## src/pkg/pdsf_pkg.sv

```systemverilog
package pdsf_pkg;

  // ---------------------------------------------------------------
  // Register indices (byte address = 4 * index)
  // ---------------------------------------------------------------
  localparam logic [3:0] IDX_LOOP_DIV   = 4'h0;
  localparam logic [3:0] IDX_REF_DIV    = 4'h1;
  localparam logic [3:0] IDX_TEST_FLAGS = 4'h2;
  localparam logic [3:0] IDX_STATUS     = 4'h3;
  localparam logic [3:0] IDX_IRQ_EN     = 4'h4;
  localparam logic [3:0] IDX_CLK_SEL    = 4'h5;
  localparam logic [3:0] IDX_PLL_CTL    = 4'h6;

  // ---------------------------------------------------------------
  // Field widths and positions
  // ---------------------------------------------------------------
  localparam int LOOP_DIV_W = 6;
  localparam int REF_DIV_W  = 4;
  localparam int BIT_TIMEOUT   = 7;
  localparam int BIT_POR       = 6;
  localparam int BIT_LVR       = 5;
  localparam int BIT_LOCK_CHG  = 4;
  localparam int BIT_LOCK      = 3;
  localparam int BIT_TRACK     = 2;
  localparam int BIT_SELF_CHG  = 1;
  localparam int BIT_SELF_CLK  = 0;
  localparam int BIT_PLL_SEL   = 7;
  localparam int BIT_CLK_MON   = 7;
  localparam int BIT_SELF_EN   = 0;

  // ---------------------------------------------------------------
  // Reset values and interrupt enable mask
  // ---------------------------------------------------------------
  localparam logic [7:0] RST_LOOP_DIV = 8'h00;
  localparam logic [7:0] RST_REF_DIV  = 8'h00;
  localparam logic [7:0] RST_IRQ_EN   = 8'h00;
  localparam logic [7:0] RST_PLL_CTL  = 8'h81;
  localparam logic [7:0] IRQ_EN_MASK  = 8'h92;

  // Clock rate of the bus clock
  localparam int MCLK_MHZ = 100;

  // Hardware status inputs grouped together
  typedef struct packed {
    logic timeout_evt;
    logic por_evt;
    logic lvr_evt;
    logic pll_lock;
    logic pll_track;
    logic osc_lost;
    logic osc_good;
  } pdsf_hw_t;

endpackage : pdsf_pkg

```

## src/hdl/pdsf_top.sv

```systemverilog
// Notes on behaviour
// - PLL output equals twice reference times loop divider plus one.
// - Reference is oscillator divided by reference divider plus one.
// - PLL output never drops below the self-clock minimum frequency.
// - With PLL selected, bus clock is PLL output divided by two.
// - Loop divider readable always; writes ignored while PLL selected.
// - Reference divider readable always; writes ignored while PLL selected.
// - Accepted divider write restarts lock and track detectors.
// - Factory test register reads zero; writes do nothing.
// - Timeout flag bit 7 sets per period, write-one clears, may interrupt.
// - Power-on flag bit 6 survives system reset, write-one clears.
// - Low-voltage flag bit 5 survives system reset; zero if feature absent.
// - Lock-change flag bit 4 sets on lock change, write-one clears.
// - Lock bit 3 read-only, forced zero in self-clock mode.
// - Track bit 2 read-only, forced zero in self-clock mode.
// - Self-clock change flag bit 1 sets on mode change, write-one clears.
// - Bit 0 shows self-clock operation.
// - Interrupt enable register holds enables at bits 7, 4 and 1.
// - Self-clock entered when monitor and self-clock enabled and clock lost.
`timescale 1ns/100ps
module pdsf_top #(
  parameter bit HAS_LVR = 1'b1
) (
  input  wire logic              i_mclk,
  input  wire logic              i_rst_n,
  input  wire logic              i_por_n,
  input  wire logic              psel,
  input  wire logic              penable,
  input  wire logic              pwrite,
  input  wire logic [11:0]       paddr,
  input  wire logic [31:0]       pwdata,
  input  wire logic [3:0]        pstrb,
  output logic      [31:0]       prdata,
  output logic                   pready,
  output logic                   pslverr,
  input  wire pdsf_pkg::pdsf_hw_t i_hw,
  output logic      [5:0]        o_loop_div,
  output logic      [3:0]        o_ref_div,
  output logic                   o_pll_sel,
  output logic                   o_detector_restart,
  output logic                   o_self_clock,
  output logic                   o_irq_req
);

  // ---------------------------------------------------------------
  // Bus decode
  // ---------------------------------------------------------------
  logic       setup_req;
  logic       wr_req;
  logic [3:0] idx;
  logic       mapped;
  logic       lane0;
  assign setup_req = psel & ~penable;
  assign idx       = paddr[5:2];
  assign mapped    = (paddr[11:6] == 6'h00) && (paddr[1:0] == 2'h0) && (idx <= 4'h6);
  assign lane0     = pstrb[0];
  // Writes commit in the access cycle, one wait-free answer
  assign wr_req    = psel & penable & pwrite & pready & mapped & lane0;

  logic [7:0] loop_div_reg;
  logic [7:0] ref_div_reg;
  logic [7:0] status_reg;
  logic [7:0] irq_en_reg;
  logic [7:0] clk_sel_reg;
  logic [7:0] pll_ctl_reg;
  logic       por_reg;
  logic       lvr_reg;
  logic       lock_q_reg;
  logic       self_q_reg;
  logic       self_clk_reg;
  logic       div_wr;
  logic [7:0] clr_mask;

  assign div_wr   = wr_req && !clk_sel_reg[pdsf_pkg::BIT_PLL_SEL] &&
                    (idx == pdsf_pkg::IDX_LOOP_DIV || idx == pdsf_pkg::IDX_REF_DIV);
  assign clr_mask = (wr_req && idx == pdsf_pkg::IDX_STATUS) ? pwdata[7:0] : 8'h00;

  // ---------------------------------------------------------------
  // Handshake: ready one cycle after setup, error for unmapped
  // ---------------------------------------------------------------
  always_ff @(posedge i_mclk or negedge i_rst_n) begin
    if (!i_rst_n) begin
      pready  <= 1'b0;
      pslverr <= 1'b0;
    end else begin
      pready  <= setup_req;
      pslverr <= setup_req & ~mapped;
    end
  end

  // Read data captured at setup so it is stable in access
  always_ff @(posedge i_mclk or negedge i_rst_n) begin
    if (!i_rst_n) begin
      prdata <= 32'h0000_0000;
    end else if (setup_req && !pwrite) begin
      case (idx)
        pdsf_pkg::IDX_LOOP_DIV:   prdata <= {24'h00_0000, loop_div_reg};
        pdsf_pkg::IDX_REF_DIV:    prdata <= {24'h00_0000, ref_div_reg};
        pdsf_pkg::IDX_TEST_FLAGS: prdata <= 32'h0000_0000;
        pdsf_pkg::IDX_STATUS:     prdata <= {24'h00_0000, status_reg};
        pdsf_pkg::IDX_IRQ_EN:     prdata <= {24'h00_0000, irq_en_reg};
        pdsf_pkg::IDX_CLK_SEL:    prdata <= {24'h00_0000, clk_sel_reg};
        pdsf_pkg::IDX_PLL_CTL:    prdata <= {24'h00_0000, pll_ctl_reg};
        default:                  prdata <= 32'h0000_0000;
      endcase
    end
  end

  // ---------------------------------------------------------------
  // Divider registers, locked while PLL clock selected
  // ---------------------------------------------------------------
  always_ff @(posedge i_mclk or negedge i_rst_n) begin
    if (!i_rst_n) begin
      loop_div_reg <= pdsf_pkg::RST_LOOP_DIV;
      ref_div_reg  <= pdsf_pkg::RST_REF_DIV;
    end else if (div_wr) begin
      if (idx == pdsf_pkg::IDX_LOOP_DIV) begin
        loop_div_reg <= {2'b00, pwdata[pdsf_pkg::LOOP_DIV_W-1:0]};
      end else begin
        ref_div_reg  <= {4'h0, pwdata[pdsf_pkg::REF_DIV_W-1:0]};
      end
    end
  end

  // Divider settings to the analog loop; ratio is 2*(loop+1)/(ref+1)
  always_ff @(posedge i_mclk or negedge i_rst_n) begin
    if (!i_rst_n) begin
      o_loop_div         <= 6'h00;
      o_ref_div          <= 4'h0;
      o_detector_restart <= 1'b0;
    end else begin
      o_loop_div         <= loop_div_reg[5:0];
      o_ref_div          <= ref_div_reg[3:0];
      o_detector_restart <= div_wr;
    end
  end

  // ---------------------------------------------------------------
  // Clock select and PLL control (PLL control stores all eight written bits)
  // ---------------------------------------------------------------
  always_ff @(posedge i_mclk or negedge i_rst_n) begin
    if (!i_rst_n) begin
      clk_sel_reg <= 8'h00;
      pll_ctl_reg <= pdsf_pkg::RST_PLL_CTL;
    end else begin
      if (wr_req && idx == pdsf_pkg::IDX_PLL_CTL) begin
        pll_ctl_reg <= pwdata[7:0];
      end
      // Self-clock entry drops the PLL selection; unstable PLL not selectable
      if (self_clk_reg) begin
        clk_sel_reg[pdsf_pkg::BIT_PLL_SEL] <= 1'b0;
      end else if (wr_req && idx == pdsf_pkg::IDX_CLK_SEL) begin
        clk_sel_reg <= pwdata[7:0];
        if (!lock_q_reg) begin
          clk_sel_reg[pdsf_pkg::BIT_PLL_SEL] <= 1'b0;
        end
      end
    end
  end

  // ---------------------------------------------------------------
  // Self-clock mode: enter on clock loss, leave on quality good
  // ---------------------------------------------------------------
  always_ff @(posedge i_mclk or negedge i_rst_n) begin
    if (!i_rst_n) begin
      self_clk_reg <= 1'b0;
    end else if (pll_ctl_reg[pdsf_pkg::BIT_CLK_MON] && pll_ctl_reg[pdsf_pkg::BIT_SELF_EN]
                 && i_hw.osc_lost) begin
      self_clk_reg <= 1'b1;
    end else if (i_hw.osc_good) begin
      self_clk_reg <= 1'b0;
    end
  end

  // Live lock state, forced low in self-clock and on restart
  logic lock_now;
  logic track_now;
  assign lock_now  = i_hw.pll_lock  & ~self_clk_reg & ~div_wr;
  assign track_now = i_hw.pll_track & ~self_clk_reg & ~div_wr;

  always_ff @(posedge i_mclk or negedge i_rst_n) begin
    if (!i_rst_n) begin
      lock_q_reg <= 1'b0;
      self_q_reg <= 1'b0;
    end else begin
      lock_q_reg <= lock_now;
      self_q_reg <= self_clk_reg;
    end
  end

  // ---------------------------------------------------------------
  // Reset-source flags: reset only by power-on reset, cleared by write one
  // ---------------------------------------------------------------
  always_ff @(posedge i_mclk or negedge i_por_n) begin
    if (!i_por_n) begin
      por_reg <= 1'b1;
      lvr_reg <= 1'b0;
    end else begin
      if (i_hw.por_evt) begin
        por_reg <= 1'b1;
      end else if (clr_mask[pdsf_pkg::BIT_POR]) begin
        por_reg <= 1'b0;
      end
      if (i_hw.lvr_evt && HAS_LVR) begin
        lvr_reg <= 1'b1;
      end else if (clr_mask[pdsf_pkg::BIT_LVR]) begin
        lvr_reg <= 1'b0;
      end
    end
  end

  // ---------------------------------------------------------------
  // Sticky event flags, set beats clear
  // ---------------------------------------------------------------
  logic tmo_reg;
  logic lck_chg_reg;
  logic scm_chg_reg;
  always_ff @(posedge i_mclk or negedge i_rst_n) begin
    if (!i_rst_n) begin
      tmo_reg     <= 1'b0;
      lck_chg_reg <= 1'b0;
      scm_chg_reg <= 1'b0;
    end else begin
      tmo_reg     <= i_hw.timeout_evt | (tmo_reg & ~clr_mask[pdsf_pkg::BIT_TIMEOUT]);
      lck_chg_reg <= (lock_now ^ lock_q_reg) |
                     (lck_chg_reg & ~clr_mask[pdsf_pkg::BIT_LOCK_CHG]);
      scm_chg_reg <= (self_clk_reg ^ self_q_reg) |
                     (scm_chg_reg & ~clr_mask[pdsf_pkg::BIT_SELF_CHG]);
    end
  end

  // Status image as read by software; the lock bit lags one cycle, so it is
  // masked again here to stay low in the first self-clock cycle
  assign status_reg = {tmo_reg, por_reg, lvr_reg & HAS_LVR, lck_chg_reg,
                       lock_q_reg & ~self_clk_reg, track_now, scm_chg_reg,
                       self_clk_reg};

  // Interrupt enables, only implemented bits stored
  always_ff @(posedge i_mclk or negedge i_rst_n) begin
    if (!i_rst_n) begin
      irq_en_reg <= pdsf_pkg::RST_IRQ_EN;
    end else if (wr_req && idx == pdsf_pkg::IDX_IRQ_EN) begin
      irq_en_reg <= pwdata[7:0] & pdsf_pkg::IRQ_EN_MASK;
    end
  end

  // ---------------------------------------------------------------
  // Outputs from flip-flops
  // ---------------------------------------------------------------
  always_ff @(posedge i_mclk or negedge i_rst_n) begin
    if (!i_rst_n) begin
      o_irq_req    <= 1'b0;
      o_pll_sel    <= 1'b0;
      o_self_clock <= 1'b0;
    end else begin
      o_irq_req    <= |(status_reg & irq_en_reg & pdsf_pkg::IRQ_EN_MASK);
      o_pll_sel    <= clk_sel_reg[pdsf_pkg::BIT_PLL_SEL];
      o_self_clock <= self_clk_reg;
    end
  end

  // ---------------------------------------------------------------
  // Checks
  // ---------------------------------------------------------------
  lock_div_a: assert property (@(posedge i_mclk) disable iff (!i_rst_n)
    clk_sel_reg[7] |-> ##1 $stable(loop_div_reg) && $stable(ref_div_reg))
    else $error("divider changed while PLL selected");
  ref_lock_a: assert property (@(posedge i_mclk) disable iff (!i_rst_n)
    (wr_req && idx == 4'h1 && clk_sel_reg[7]) |=> $stable(ref_div_reg))
    else $error("reference divider written while PLL selected");
  restart_a: assert property (@(posedge i_mclk) disable iff (!i_rst_n)
    div_wr |=> o_detector_restart)
    else $error("detector restart missing");
  test_zero_a: assert property (@(posedge i_mclk) disable iff (!i_rst_n)
    (setup_req && !pwrite && idx == 4'h2) |=> prdata == 32'h0)
    else $error("test register not zero");
  tmo_keep_a: assert property (@(posedge i_mclk) disable iff (!i_rst_n)
    i_hw.timeout_evt |=> tmo_reg)
    else $error("timeout flag lost");
  tmo_clear_a: assert property (@(posedge i_mclk) disable iff (!i_rst_n)
    (tmo_reg && !clr_mask[7] && !i_hw.timeout_evt) |=> tmo_reg)
    else $error("timeout flag cleared without write one");
  lock_chg_a: assert property (@(posedge i_mclk) disable iff (!i_rst_n)
    (lock_now != lock_q_reg) |=> lck_chg_reg)
    else $error("lock change not flagged");
  self_force_a: assert property (@(posedge i_mclk) disable iff (!i_rst_n)
    self_clk_reg |-> !status_reg[3] && !status_reg[2])
    else $error("lock or track shown in self-clock");
  self_chg_a: assert property (@(posedge i_mclk) disable iff (!i_rst_n)
    $changed(self_clk_reg) |=> scm_chg_reg ##1 o_self_clock == $past(self_clk_reg, 2))
    else $error("self-clock change not flagged");
  irq_out_a: assert property (@(posedge i_mclk) disable iff (!i_rst_n)
    (tmo_reg && irq_en_reg[7]) |=> o_irq_req)
    else $error("interrupt request missing");
  self_entry_a: assert property (@(posedge i_mclk) disable iff (!i_rst_n)
    (pll_ctl_reg[7] && pll_ctl_reg[0] && i_hw.osc_lost) |=> self_clk_reg)
    else $error("self-clock not entered");

endmodule : pdsf_top

```

## config.mk

```make
export PLATFORM = sky130hd
export DESIGN_NAME = pdsf_top
export DESIGN_NICKNAME = d
export VERILOG_FILES = /design/src/pkg/pdsf_pkg.sv /design/src/hdl/pdsf_top.sv
export SDC_FILE = /design/constraint.sdc
export NUM_CORES = 1
export LEC_CHECK = 0
export BUFFER_PORTS_ARGS = -buffer_cell sky130_fd_sc_hd__clkbuf_2
export CORE_MARGIN = 5
export CORE_UTILIZATION = 35
export DETAILED_ROUTE_END_ITERATION = 8
export GPL_TIMING_DRIVEN = 0
export PLACE_DENSITY = 0.65
export SLEW_MARGIN = 10
export SYNTH_ARGS = -nofsm -noshare
export SYNTH_HDL_FRONTEND = slang
export SYNTH_SLANG_ARGS = --single-unit
```

## constraint.sdc

```tcl
create_clock -name i_mclk -period 4.8 [get_ports i_mclk]
set_clock_uncertainty 0.05 [all_clocks]
set_input_delay 0.48 -clock i_mclk [delete_from_list [all_inputs] [get_ports i_mclk]]
set_output_delay 0.48 -clock i_mclk [all_outputs]
set_load 0.01 [all_outputs]
```

======== After elaboration in Yosys (flattened, before gate mapping) ========
Cells that the tools add are included.
storage, ports and cells
  flip-flop bits (word level) ............. 84
  logic and storage cells ................. 93
  output and inout bits ................... 48
  input port bits ......................... 61
cells by class
  reductions and logical operators ........ 25
  bitwise logic cells ..................... 29
  eq/ne operators ......................... 5
  $lt $le $gt $ge ......................... 1
  muxes and demuxes ....................... 11
operators by type and width
  operator                                                                           number
  8-bit one-hot mux with 6 select lines                                              1
  8-bit 2-to-1 mux                                                                   2
  1-bit AND                                                                          15
  4-bit by 3-bit == test with 1-bit output (second input constant)                   3
  1-bit logical AND                                                                  11
  8-bit AND                                                                          1
  1-bit 2-to-1 mux                                                                   8
  1-bit inverter                                                                     8
  2-bit nonzero test                                                                 4
  6-bit logical NOT                                                                  1
  2-bit AND reduction                                                                3
  4-bit by 1-bit == test with 1-bit output (second input constant)                   1
  4-bit by 2-bit == test with 1-bit output (second input constant)                   1
  4-bit by 3-bit less-or-equal comparator with 1-bit output (second input constant)  1
  4-bit logical NOT                                                                  1
  1-bit OR                                                                           3
  3-bit OR reduction                                                                 1
  1-bit logical NOT                                                                  2
  2-bit logical NOT                                                                  1
  1-bit XOR                                                                          2
  1-bit logical OR                                                                   1

======== Depth between registers and ports, before layout ========
  depth in word-level cells ............... 11
  depth in mapped cells ................... 6
  mapped depth without buffers ............ 4

======== Worst setup path before layout ========
OpenSTA, ideal clock, no wires.
  kind .................................... input-to-reg
  start ................................... input paddr[2]
  end ..................................... register pll_ctl_reg[1]
  setup slack ............................. 2.683 ns
  stages on the path ...................... 6
  arrival ................................. 1.942 ns
  required time ........................... 4.625 ns
  library setup time ...................... 0.125 ns
  path buffers ............................ 2
  path through ............................ buf_2 and2_4 a2111oi_4 and4_1 buf_4 mux2_2
between the ends
  cells in the longest elaborated chain, start to end .. 5
  elaborated cells between the ends (all ways) .. 6
  classes of those cells .................. 1 x order compare; 1 x eq/ne; 2 x bitwise; 2 x reduce/logical
RTL lines
  item                                                       RTL line         RTL
  start, declared                                            pdsf_top.sv:30   input wire logic [11:0] paddr,
  4-bit by 3-bit less-or-equal comparator with 1-bit output  pdsf_top.sv:55   assign mapped = (paddr[11:6] == 6'h00) && (paddr[1:0] == 2'h0) && (idx <= 4'h6);
  1-bit logical AND                                          pdsf_top.sv:55
  1-bit AND (2 in series)                                    pdsf_top.sv:58   assign wr_req = psel & penable & pwrite & pready & mapped & lane0;
  1-bit logical AND (*)                                      pdsf_top.sv:146  if (wr_req && idx == pdsf_pkg::IDX_PLL_CTL) begin
  end signal, assigned                                       pdsf_top.sv:144  pll_ctl_reg <= pdsf_pkg::RST_PLL_CTL;
  end signal, assigned                                       pdsf_top.sv:147  pll_ctl_reg <= pwdata[7:0];
  end, declared                                              pdsf_top.sv:65   logic [7:0] pll_ctl_reg;
Every way passes the cells marked *; elsewhere a longest branch is shown, timed or not.
A chain may end at the register's enable or synchronous reset.

======== Worst setup path after layout ========
  start ................................... input paddr[4]
  end ..................................... register ref_div_reg[3]
between the ends
  cells in the longest elaborated chain, start to end .. 7
  elaborated cells between the ends (all ways) .. 11
  classes of those cells .................. 1 x order compare; 1 x eq/ne; 3 x bitwise; 6 x reduce/logical
RTL lines
  item                                                       RTL line         RTL
  4-bit by 3-bit less-or-equal comparator with 1-bit output  pdsf_top.sv:55
  1-bit logical AND                                          pdsf_top.sv:55
  1-bit AND (2 in series)                                    pdsf_top.sv:58
  1-bit logical AND (2 in series)                            pdsf_top.sv:74   assign div_wr = wr_req && !clk_sel_reg[pdsf_pkg::BIT_PLL_SEL] &&
  2-bit AND reduction (no source line) (*)                   --
  end signal, assigned                                       pdsf_top.sv:115  ref_div_reg <= pdsf_pkg::RST_REF_DIV;
  end signal, assigned                                       pdsf_top.sv:120  ref_div_reg <= {4'h0, pwdata[pdsf_pkg::REF_DIV_W-1:0]};
  end, declared                                              pdsf_top.sv:61   logic [7:0] ref_div_reg;
Marked as above.

==> summary.md <==
| Metric | Value |
|---|---|
| Status | finished, final reports clean |
| Cell chosen for the clock root | clkbuf_8 |
| Post-route cell area | 3510 um2 |
| Number of distinct library cell variants in the gate-level netlist after synthesis | 50 |
| Aggregate negative setup slack | 0 ns |
| Core area | 7810 um2 |
| Reg2reg path depth | 3 |
| Per-cell routed wire length | about 16 um |
| Overall die height | roughly 100 um |
| Count of max-cap constraint violations | 0 |
| Power density of the placed cells | 292 nW/um2 |
| Max FO, Critical Path | 10 |
| Area share of the largest cell type after synthesis | 50.5% |
| H-tree levels | 3 |
| Worst Max-Slew Pin Slew | 0.793 ns |
| Initial antenna violation count | 0 |
| First-pass GRT wire length | approximately 11 mm |
| Start-to-end type of the worst setup path | input port to flop |
| Width of the chip | about 100 um |
| Number of primary I/O pins | approximately 110 |
| Maximum number of pins on one net before global-route repair | 59 |
| Global route overflow | 0 |
| Total half-perimeter wirelength after legalization and detailed placement | 4.99 mm |
| Post-CTS Setup Repair Bufs | 0 |
| Placer Congestion | 0.849 |
| Number of warnings issued by yosys | 0 |
| Peak supply drop | 0.000124 V |
| Filler instances | around 770 |
| TritonCTS clock tree | built |
| Number of antenna diodes | 0 |
| Largest cells by area after synthesis | dfrtp_1 51%, mux2_2 12%, buf_4 6.9% |
| Relative slew slack | roughly 47% |
| Cell type with the highest aggregate area in the netlist | dfrtp_1 |
| Final Core Density | 45.0% |
| Port Buffers | 55 |
| Post-Synthesis Cells | 229 |
| Number of global-route vias before repair | 2017 |
| Starting utilization of the core area | between 30 and 40% |
| Ys async rst share | 100% |
| Number of setup violations in the final report | 0 |
| Share of the cycle needed by the critical path after routing | between 40% and 50% |
| Critical path required time | 4.97 ns |
| Standard cell area after detailed placement | 3320 um2 |
| Hold Crit Class | input port to async pin |
| Worst setup SP type | input port |
| Unrepaired setup endpoints after global routing | no |
| Clock net sink count | 60 |
| Buffers from clock root to sink, at most | 2 |
| Antenna violation net count after detailed routing | 0 |
| Share of the yosys chip area belonging to registers | 53.3% |
| Max-slew violations | 0 |
| Routed wire length | roughly 6.7 mm |
| Most used flip-flop cell after synthesis | dfrtp_1 |
| Tot Pwr | 1030 uW |
| Synthesis-to-layout area growth | 24.4% |
| Routed via count | 2046 |
| Overall die area | 9970 um2 |
| Number of nets in the layout | 380 |
| Via density per instance | 4.80 |
| Global router's overall resource usage | ~14% |
| Static leakage power | 0.00180 uW |
| Clk Latency, worst-skew pair | 0.34 ns |
| FP Rows | 32 |
| FF+latch count, synth | 60 |
| Crit path arrival time | between 2 and 2.5 ns |
| Drt drc | 0 |
| Mapped Avg Cell Area | 12.3 um2 |
| Share of cells above drive strength 1 | between 40% and 50% |
| Count of routing violations after the opening detailed-route iteration | around 150 |
| CTS buffer count | 9 |
| Post-synth EDFFs | 0 |
| Count of endpoints failing hold in the final timing report | 0 |
| Max Clk Rate | 471 MHz |
| Clock transition time at the flip-flop clock pins of the worst setup and hold paths | 0.06 ns |
| Netlist area before placement | 2820 um2 |
| CP Capture Type | flop |
| First drt pass iteration count | 4 |
| Time the final worst path needs with I/O delays and setup | 2.12 ns |
-- power breakdown --
group / total [uW] / internal [uW] / switching (uW)
combinational: 95.8 / 40.4 / 55.4
clock: 416 / 226 / 189
sequential: 516 / 512 / 4.20
-- per-stage QoR --
stage	cells	setup slack, ns	hold slack (ns)
2_1_floorplan	252	2.68	0.134
3_3_place_gp	409	2.38	0.217
3_5_place_dp	409	2.38	0.219
4_1_cts	426	2.73	0.210
5_1_grt	426	2.66	0.256
6_report	426	2.68	0.193
-- layout make-up --
type                    instances  area (um2)  share of cell area (%)
repair buffers                 56         288                    8.19
clock inverters                 4        22.5                   0.641
clock buffers                  12         165                    4.70
flip-flops and latches         60        1510                    42.8
multi-input cells             150        1140                    32.6
well taps                     102         128                    3.63
plain buffers                  36         238                    6.77
inverters                       6        22.5                   0.641
-- cell usage in the layout, fill, tap and decap left out, drive strengths merged, types with 2 or more instances in the layout --
master	netlist	routed
a2bb2oi	2	2
nor2	5	5
and2	4	4
a22oi	4	4
nand2b	3	3
a32oi	2	2
mux2i	5	5
nand2	4	4
mux2	30	30
and4	5	5
a311o	2	2
nor2b	5	5
or2	2	2
o21ai	2	2
buf	32	32
nor3b	2	2
nand4	5	5
clkbuf	4	71
clkinv	0	3
a22o	7	7
conb	1	24
inv	6	6
dfrtp	57	57
dfstp	3	3
a32o	2	2
nor3	2	2
nand3	8	8
o221ai	2	2
nor4	2	2
o22ai	2	2
a21o	4	4
-- cell families after synthesis --
logic type             count (synthesis)  synth area share [%]
AO/OA/AOI/OAI                         40                  12.1
XOR/XNOR                               1                 0.310
buffers and inverters                 42                  9.22
flip-flops                            60                  53.3
multiplexers                          35                  13.7
other                                  1                 0.133
AND/OR/NAND/NOR                       50                  11.2
-- repair_timing --
item                                   4_1_cts  5_1_grt
gates resized for setup                      0        0
hold buffers                                 1        0
endpoints found under the hold margin        1        0
-- layer usage --
metal  track usage [%]  share of wire, %  routed length, um
met1              18.4                42               2850
met2              21.4                47               3160
met3              5.35               8.8                592
met4              5.15               1.9                126
met5                 0                 0                  0
-- final timing paths --
| check | start | end | slack [ns] |
|---|---|---|---|
| min | i_rst_n | pready | 0.19 |
| max in group asynchronous | i_rst_n | o_ref_div[0] | 4.00 |
| max | paddr[4] | ref_div_reg[3] | 2.68 |
| max reg2reg | clk_sel_reg[7] | ref_div_reg[3] | 2.99 |
| min in group i_mclk | i_hw[5] | por_reg | 0.27 |
| min reg2reg | loop_div_reg[3] | o_loop_div[3] | 0.35 |
-- worst max-delay path, stage by stage --
cell and delay, ns:
clkbuf_2 0.11, buf_2 0.19, or2_2 0.33, nor3_1 0.37
and4_1 0.43, mux2_2 0.37
-- cell usage after synthesis (all sizes together) (3+ instances only) --
| cell | count |
|---|---|
| a22oi | 4 |
| nor2 | 5 |
| and4 | 5 |
| a21o | 4 |
| clkbuf | 4 |
| dfrtp | 57 |
| mux2i | 5 |
| mux2 | 30 |
| and2 | 4 |
| buf | 32 |
| nand2 | 4 |
| dfstp | 3 |
| nor2b | 5 |
| inv | 6 |
| nand2b | 3 |
| nand4 | 5 |
| a22o | 7 |
| nand3 | 8 |
No activity file was read; power rests on OpenSTA's default activity.
